--- src/hw/iopf_cfg.svh ---
// register offsets, field positions and reset values of the pin function block
`ifndef IOPF_CFG_SVH
`define IOPF_CFG_SVH

`define IOPF_ADDR_W 7
`define IOPF_OFS_DIR 7'h00
`define IOPF_OFS_OUT 7'h10
`define IOPF_OFS_IN 7'h20
`define IOPF_OFS_MPW 7'h28
`define IOPF_OFS_FSEL 7'h30
`define IOPF_OFS_FSEL_END 7'h3c
`define IOPF_OFS_PSET 7'h40
`define IOPF_OFS_PSET_END 7'h5c

`define IOPF_MPW_HALF_WORD_SELECT 31
`define IOPF_MPW_APPLY_SET 30
`define IOPF_MPW_APPLY_FN 28
`define IOPF_MPW_FN_LSB 24
`define IOPF_MPW_PULL 18
`define IOPF_MPW_INBUF 17
`define IOPF_MPW_TAKE 16
`define IOPF_MPW_MASK_W 16

`define IOPF_SET_W 3
`define IOPF_FUNC_LAST 4'h7
`define IOPF_FUNC_RST 4'h0
`define IOPF_SET_RST 3'h0
`define IOPF_PORT_RST 32'h0000_0000
`define IOPF_PSET_RSVD_MASK 32'hf8f8_f8f8

`endif

--- src/hw/iopf_pkg.sv ---
// types shared by the pin function block
package iopf_pkg;
  // function code of one line, a..h are 0..7
  typedef logic [3:0] iopf_func_t;
  // what the eight candidate peripherals want on one line, bit k is function k
  typedef struct packed {
    logic [7:0] oe;
    logic [7:0] out;
  } iopf_periph_drv_t;
  // what the pad of one line is told to do
  typedef struct packed {
    logic oe;
    logic out;
    logic pull_en;
  } iopf_pad_drv_t;
  // per-line settings, low three bits of the settings byte
  typedef struct packed {
    logic pull;
    logic inbuf;
    logic take;
  } iopf_pin_set_t;
endpackage

--- src/hw/iopf_top.sv ---
// pin function and per-line settings block for a 32-line group, avalon-mm slave
//
// Chosen here: the Avalon-MM register port.
`timescale 1ns/1ns
`include "iopf_cfg.svh"
module iopf_top (
  input wire logic clk,
  input wire logic rst_n,
  input wire logic [`IOPF_ADDR_W-1:0] avs_address,
  input wire logic avs_read,
  input wire logic avs_write,
  input wire logic [31:0] avs_writedata,
  input wire logic [3:0] avs_byteenable,
  output logic [31:0] avs_readdata,
  output logic avs_waitrequest,
  input wire logic [31:0] pad_in,
  output iopf_pkg::iopf_pad_drv_t [31:0] pad_drv,
  input wire iopf_pkg::iopf_periph_drv_t [31:0] periph_drv,
  output logic [31:0] periph_in
);
  // reset release synchroniser, asynchronous assert
  logic rst_s1_q;
  logic rst_sync_n;
  always_ff @(posedge clk or negedge rst_n) begin
    if (!rst_n) begin
      rst_s1_q <= 1'b0;
      rst_sync_n <= 1'b0;
    end else begin
      rst_s1_q <= 1'b1;
      rst_sync_n <= rst_s1_q;
    end
  end

  // bus handshake state
  logic ack_q, ack_d; // second cycle of an access
  logic [31:0] rdata_q, rdata_d; // read data held for the master
  logic req; // any access pending
  logic wr_commit; // write takes effect this edge
  logic [4:0] widx; // word index of the access

  // word indices of the single-word registers, cut to the index width on purpose
  localparam logic [4:0] WIDX_DIR = 5'(`IOPF_OFS_DIR >> 2);
  localparam logic [4:0] WIDX_OUT = 5'(`IOPF_OFS_OUT >> 2);
  localparam logic [4:0] WIDX_IN = 5'(`IOPF_OFS_IN >> 2);
  localparam logic [4:0] WIDX_MPW = 5'(`IOPF_OFS_MPW >> 2);
  logic in_fsel, in_pset; // address range hits

  // configuration storage
  iopf_pkg::iopf_func_t [31:0] func_q, func_d; // one nibble per line
  iopf_pkg::iopf_pin_set_t [31:0] pset_q, pset_d; // settings per line
  logic [31:0] dir_q, dir_d; // port direction, 1 drives
  logic [31:0] out_q, out_d; // port drive value
  logic [31:0] sync1_q, sync2_q; // pad input synchroniser
  logic [31:0] sampled_q, sampled_d; // sampled pin levels
  iopf_pkg::iopf_pad_drv_t [31:0] pad_q, pad_d; // registered pad controls
  logic [31:0] mux_oe, mux_out; // selected peripheral per line

  // multi-pin write fields
  logic mpw_hit, mpw_full;
  logic [`IOPF_MPW_MASK_W-1:0] mpw_mask;
  logic mpw_half_word_select;

  assign req = avs_read | avs_write;
  // one wait cycle: the slave answers on the second edge of every access
  assign avs_waitrequest = req & ~ack_q;
  assign wr_commit = avs_write & ack_q;
  assign widx = avs_address[6:2];
  assign in_fsel = (avs_address >= `IOPF_OFS_FSEL) && (avs_address <= `IOPF_OFS_FSEL_END);
  assign in_pset = (avs_address >= `IOPF_OFS_PSET) && (avs_address <= `IOPF_OFS_PSET_END);
  // the low address bits are ignored, so any byte address inside the word hits
  assign mpw_hit = (widx == WIDX_MPW);
  // partial writes could tear a pin group, so only whole words act
  assign mpw_full = mpw_hit && (avs_byteenable == 4'hf);
  assign mpw_mask = avs_writedata[`IOPF_MPW_MASK_W-1:0];
  assign mpw_half_word_select = avs_writedata[`IOPF_MPW_HALF_WORD_SELECT];
  assign avs_readdata = rdata_q;
  assign pad_drv = pad_q;
  assign periph_in = sampled_q;

  // handshake and read data next values
  always_comb begin
    ack_d = req & ~ack_q;
    rdata_d = rdata_q;
    if (avs_read && !ack_q) begin
      rdata_d = 32'h0000_0000; // unmapped and write-only words read zero
      if (widx == WIDX_DIR) begin
        rdata_d = dir_q;
      end else if (widx == WIDX_OUT) begin
        rdata_d = out_q;
      end else if (widx == WIDX_IN) begin
        // sampled levels are read only, writes to this word are dropped
        rdata_d = sampled_q;
      end else if (mpw_hit) begin
        rdata_d = 32'h0000_0000;
      end else if (in_fsel) begin
        for (int b = 0; b < 4; b++) begin
          // odd nibble high, even nibble low
          rdata_d[8*b+:8] = {func_q[{avs_address[3:2], 2'(b), 1'b1}],
                             func_q[{avs_address[3:2], 2'(b), 1'b0}]};
        end
      end else if (in_pset) begin
        for (int b = 0; b < 4; b++) begin
          rdata_d[8*b+:8] = {5'h00, pset_q[{avs_address[4:2], 2'(b)}]};
        end
      end
    end
  end

  // register writes, including the atomic multi-pin path
  always_comb begin
    func_d = func_q;
    pset_d = pset_q;
    dir_d = dir_q;
    out_d = out_q;
    if (wr_commit) begin
      if (widx == WIDX_DIR) begin
        for (int b = 0; b < 4; b++) begin
          if (avs_byteenable[b]) begin
            dir_d[8*b+:8] = avs_writedata[8*b+:8];
          end
        end
      end else if (widx == WIDX_OUT) begin
        for (int b = 0; b < 4; b++) begin
          if (avs_byteenable[b]) begin
            out_d[8*b+:8] = avs_writedata[8*b+:8];
          end
        end
      end else if (mpw_full) begin
        for (int i = 0; i < `IOPF_MPW_MASK_W; i++) begin
          // unmasked pins keep their state
          if (mpw_mask[i]) begin
            if (avs_writedata[`IOPF_MPW_APPLY_SET]) begin
              pset_d[{mpw_half_word_select, 4'(i)}] = {avs_writedata[`IOPF_MPW_PULL],
                                            avs_writedata[`IOPF_MPW_INBUF],
                                            avs_writedata[`IOPF_MPW_TAKE]};
            end
            if (avs_writedata[`IOPF_MPW_APPLY_FN]) begin
              func_d[{mpw_half_word_select, 4'(i)}] = avs_writedata[`IOPF_MPW_FN_LSB+:4];
            end
          end
        end
      end else if (in_fsel) begin
        for (int b = 0; b < 4; b++) begin
          if (avs_byteenable[b]) begin
            func_d[{avs_address[3:2], 2'(b), 1'b0}] = avs_writedata[8*b+:4];
            func_d[{avs_address[3:2], 2'(b), 1'b1}] = avs_writedata[8*b+4+:4];
          end
        end
      end else if (in_pset) begin
        for (int b = 0; b < 4; b++) begin
          // reserved upper bits are dropped, they have no storage
          if (avs_byteenable[b]) begin
            pset_d[{avs_address[4:2], 2'(b)}] = avs_writedata[8*b+:`IOPF_SET_W];
          end
        end
      end
    end
  end

  // per-line peripheral selection
  genvar g;
  generate
    for (g = 0; g < 32; g++) begin : g_line
      iopf_pad_mux u_mux (
        .func(func_q[g]),
        .periph(periph_drv[g]),
        .sel_oe(mux_oe[g]),
        .sel_out(mux_out[g])
      );
    end
  endgenerate

  // pad control and sampling next values
  always_comb begin
    for (int i = 0; i < 32; i++) begin
      if (pset_q[i].take) begin
        pad_d[i].oe = mux_oe[i];
        pad_d[i].out = mux_out[i];
      end else begin
        pad_d[i].oe = dir_q[i];
        pad_d[i].out = out_q[i];
      end
      // pull only matters while the pad is an input
      pad_d[i].pull_en = pset_q[i].pull & ~pad_d[i].oe;
      // a disabled buffer reads zero, takeover does not hide the level
      sampled_d[i] = pset_q[i].inbuf ? sync2_q[i] : 1'b0;
    end
  end

  // all state registers except the reset synchroniser
  always_ff @(posedge clk or negedge rst_sync_n) begin
    if (!rst_sync_n) begin
      ack_q <= 1'b0;
      rdata_q <= 32'h0000_0000;
      func_q <= '{default: `IOPF_FUNC_RST};
      pset_q <= '{default: `IOPF_SET_RST};
      dir_q <= `IOPF_PORT_RST;
      out_q <= `IOPF_PORT_RST;
      sync1_q <= 32'h0000_0000;
      sync2_q <= 32'h0000_0000;
      sampled_q <= 32'h0000_0000;
      pad_q <= '0;
    end else begin
      ack_q <= ack_d;
      rdata_q <= rdata_d;
      func_q <= func_d;
      pset_q <= pset_d;
      dir_q <= dir_d;
      out_q <= out_d;
      sync1_q <= pad_in;
      sync2_q <= sync1_q;
      sampled_q <= sampled_d;
      pad_q <= pad_d;
    end
  end
endmodule // iopf_top

--- src/hw/iopf_pad_mux.sv ---
// picks one of eight peripheral drivers for a single line
`timescale 1ns/1ns
`include "iopf_cfg.svh"
module iopf_pad_mux (
  input wire iopf_pkg::iopf_func_t func,
  input wire iopf_pkg::iopf_periph_drv_t periph,
  output logic sel_oe,
  output logic sel_out
);
  // reserved codes leave the pad undriven rather than guess a peripheral
  always_comb begin
    if (func <= `IOPF_FUNC_LAST) begin
      sel_oe = periph.oe[func[2:0]];
      sel_out = periph.out[func[2:0]];
    end else begin
      sel_oe = 1'b0;
      sel_out = 1'b0;
    end
  end
endmodule // iopf_pad_mux

--- config.mk ---
export PLATFORM = sky130hd
export DESIGN_NAME = iopf_top
export DESIGN_NICKNAME = d
export VERILOG_FILES = /design/src/hw/iopf_pkg.sv /design/src/hw/iopf_top.sv /design/src/hw/iopf_pad_mux.sv
export VERILOG_INCLUDE_DIRS = /design/src /design/src/hw
export SDC_FILE = /design/constraint.sdc
export NUM_CORES = 1
export LEC_CHECK = 0
export BUFFER_PORTS_ARGS = -buffer_cell sky130_fd_sc_hd__buf_2
export CAP_MARGIN = 30
export CORE_AREA = 5 5 292 294
export DETAILED_ROUTE_END_ITERATION = 16
export DIE_AREA = 0 0 297 299
export PLACE_DENSITY = 0.59
export SYNTH_ARGS = -nofsm -noshare
export SYNTH_HDL_FRONTEND = slang
export SYNTH_SLANG_ARGS = --single-unit
export TNS_END_PERCENT = 10
--- constraint.sdc ---
create_clock -name clk -period 44.7 [get_ports clk]
set_input_delay 0 -clock clk [delete_from_list [all_inputs] [get_ports clk]]
set_output_delay 0 -clock clk [all_outputs]
set_load 0.05 [all_outputs]
==> summary.txt <==
Outcome
  • Outcome: complete, but fails checks
  • Failing checks: negative hold slack

Synthesis
  • Syn avg cell area: around 12 um^2
  • Simple-gate area share of the yosys netlist: 0.0919
  • Compound-Gate Fraction of Synth Area: 0.122
  • Cell count after synthesis: 2354
  • Count leader, synth: dfrtp_1
  • Number of flops mapped to enable cells by yosys: 0
  • Multiplexer area fraction after synthesis: 0.283
  • Commonest cells post-synth: dfrtp_1 (515), mux2_2 (248), o22ai_1 (189), mux4_2 (184)
  • Syn nets: 2945
  • Area leader, netlist: dfrtp_1
  • Post-synthesis adder-cell area fraction: 0
  • Largest cells by area after synthesis: dfrtp_1 (46%), mux4_2 (15%), mux2_2 (10%)
  • Primary FF master, synth: dfrtp_1
  • Async set-reset flop share out of synthesis: 1.00
  • Post-synthesis xor/xnor area fraction: 0
  • Mapped Area: 27900 um^2
  • Count of different cell masters after synthesis: 64
  • Top cell type's share of synthesized area: 0.461
  • #FFs+latches synth: 515
  • Syn. warnings: 0
  • Main combinational cell family by area after synthesis: multiplexers
  • Seq/Total Area, Yosys: 0.461

Critical path
  • Slowest cell on the critical path: nand3_1
  • Cell breakdown of the critical path: dlygate4sd3_1 -> buf_4 -> buf_4 -> nand3_1 -> o21a_1 -> o221ai_1 -> a21oi_1 -> mux2i_1 -> dlygate4sd3_1
  • Worst-path fanout max: 36
  • Worst Path Required: 45.22 ns
  • Critical Path AT: 4.76 ns
  • Bufs and invs on worst path: 4
  • Slowest stage delay, CP: 0.77 ns
  • Crit. End Element: flop
  • Critical path class: in2reg
  • Critical path's top delay family: buffers and inverters
  • CP startpoint kind: input pin

Die
  • Die width: 297 um
  • Initial core utilization: 0.338
  • CORE AREA: slightly above 80000 um^2
  • Die Ht: between 200 and 300 um
  • # IOs: 752
  • Die area: 88800 um^2
  • Row count: 106

GRT
  • Total grt overflow: 0
  • Number of global-route vias before repair: 26268
  • Initial antenna violation count: 17
  • First-pass GRT wire length: roughly 190000 um
  • Gr usage total: 0.289
  • Largest net degree at the start of global routing: 189

Routing
  • Drt drc: 0
  • DRT antenna net count: 0
  • 1st-pass router iterations: 8
  • Initial detailed-routing violation count: about 3300
  • Total Routed Length: ~130000 um
  • DR WL/cell: 30.5 um
  • Vias per cell: just under 6
  • Via count of the routed design: between 20000 and 30000

Clock network
  • Post-CTS setup buffers: 0
  • CTS sink cnt: 515
  • CTS buffer count: 59
  • H-tree depth: 2
  • Clock buffer depth: 3
  • Clock Root Buffer: clkbuf_16
  • CTS tree: yes
  • Clock latency on the worst-skew pair: 0.64 ns
  • CTS clk-pin slew, worst paths: 0.06 ns

Timing
  • Final period util: 0.0949
  • Setup TNS: 0 ns
  • Worst Clk Skew: 0.0211 ns
  • Final Critical Period: 4.24 ns
  • Max-slew violation count: 0
  • Slew headroom: 0.232
  • Fin. Hold Viols: 1
  • Fmax achieved: 236 MHz
  • Final hold slack: -0.0160 ns
  • RSZ-0062 raised after global routing: false
  • Setup violations, final: 0
  • Worst-margin pin slew: approximately 1.1 ns

Finish
  • Layout cell share with drive strength beyond 1: 0.417
  • Nets: 3817
  • Design Area, Final: 36900 um^2
  • Syn-to-layout area delta: 32.0%
  • Fillers: 7829

Worst hold path
  • Worst Hold Class: in2reg

Pwr
  • Peak supply drop: 0.0270 mV
  • LEAKAGE: 16.4 nW
  • Pwr/cell area: ~33 nW/um^2

Placed design
  • Dpl cell area: 32800 um^2
  • Global placement routability congestion: 0.976
  • Post-DP HPWL: 100000 um
  • PortBufs: 751

Run
  • # Max-Cap Violations: 0
## per-stage QoR
stage | std cells | total power, mW | util | setup WS (ns)
2_1_floorplan | 2354 | 0.620 | - | 29.28
3_3_place_gp | 4021 | 0.699 | 0.394 | 40.90
3_5_place_dp | 4030 | 0.701 | 0.396 | 40.84
4_1_cts | 4350 | 1.21 | 0.446 | 40.67
5_1_grt | 4355 | 1.24 | 0.446 | 40.41
6_report | 4362 | 1.20 | 0.446 | 40.46
## worst paths after layout
check,from,depth (start not counted),end,slack [ns]
max,avs_address[4],9,pset_q[78]$_DFFE_PN0P_,40.46
min,periph_drv[98],4,pad_drv[19]$_DFF_PN0_,-0.02
max reg2reg,ack_q$_DFF_PN0_,5,func_q[10]$_DFFE_PN0P_,41.60
min reg2reg,rst_sync_n$_DFF_PN0_,0,sync1_q[31]$_DFF_PN0_,0.23
max in group asynchronous,rst_sync_n$_DFF_PN0_,2,pset_q[55]$_DFFE_PN0P_,42.26
min in group asynchronous,rst_n,3,rst_sync_n$_DFF_PN0_,0.23
## metal layers
layer,part of all wire,GRT usage
met4,0.049,0.115
met5,0.00043,0
met2,0.46,0.459
met3,0.099,0.0756
met1,0.39,0.381
## registers in the layout, summed over array words and instances (netlist names), 32 cells and up
signal        count
sync1_q          32
sync2_q          32
periph_in        32
avs_readdata     32
func_q          128
dir_q            32
pad_drv          96
out_q            32
pset_q           96
## cell type report
type                            instances  area [um^2]  area share
Clock buffer                           88         1760      0.0476
Inverter                              104          390      0.0106
Sequential cell                       515        12900       0.349
Timing Repair Buffer                 1002         6340       0.172
Multi-Input combinational cell       1544        13900       0.378
Tap cell                             1080         1350      0.0366
Antenna cell                           10         25.0    0.000678
Clock inverter                         19          194     0.00526
## placed cells by master, fill, tap and decap left out, drive strengths merged, types with 3 or more instances in the layout
cell,synthesis,final
a211o,3,3
a211oi,13,13
a21o,9,9
a21oi,116,116
a221o,4,4
a221oi,32,32
a31oi,10,10
a41oi,3,3
and2,40,40
and3,20,20
buf,48,788
bufinv,0,3
clkbuf,143,89
clkinv,1,13
dfrtp,515,515
diode,0,10
dlygate4sd3,0,213
inv,103,105
mux2,258,258
mux2i,86,86
mux4,184,184
nand2,145,145
nand2b,49,49
nand3,85,85
nand3b,4,4
nand4,10,10
nor2,97,97
nor2b,12,12
nor3,20,20
nor3b,10,10
nor4,4,4
o211ai,3,3
o21ai,43,43
o22a,6,6
o22ai,189,189
o2bb2ai,27,27
o31ai,40,40
or3,4,4
## power breakdown
| group | internal, mW | switching [mW] | leakage, nW |
|---|---|---|---|
| combinational | 0.0765 | 0.127 | 8.61 |
| clock | 0.288 | 0.205 | 0.964 |
| sequential | 0.489 | 0.0174 | 6.83 |
| total | 0.853 | 0.350 | 16.4 |
## cells by family (layout without fill, tap and decap cells)
| logic type | count (synthesis) | count (layout) |
|---|---|---|
| flip-flops | 515 | 515 |
| multiplexers | 528 | 528 |
| AND/OR/NAND/NOR | 506 | 506 |
| buffers and inverters | 295 | 1213 |
| AO/OA/AOI/OAI | 509 | 509 |
| other | 1 | 11 |
## tightest hold or removal path: cells and delay by family
kind | cells | cell delay, ns
compound gates | 1 | 0.14
buf+inv | 1 | 0.07
mux | 2 | 0.35
## repair_timing
item / 4_1_cts / 5_1_grt
hold buffers: 213 / 0
gates resized for setup: 0 / 0
hold endpoints to repair: 222 / 0
Power figures use the tool's default switching activity.
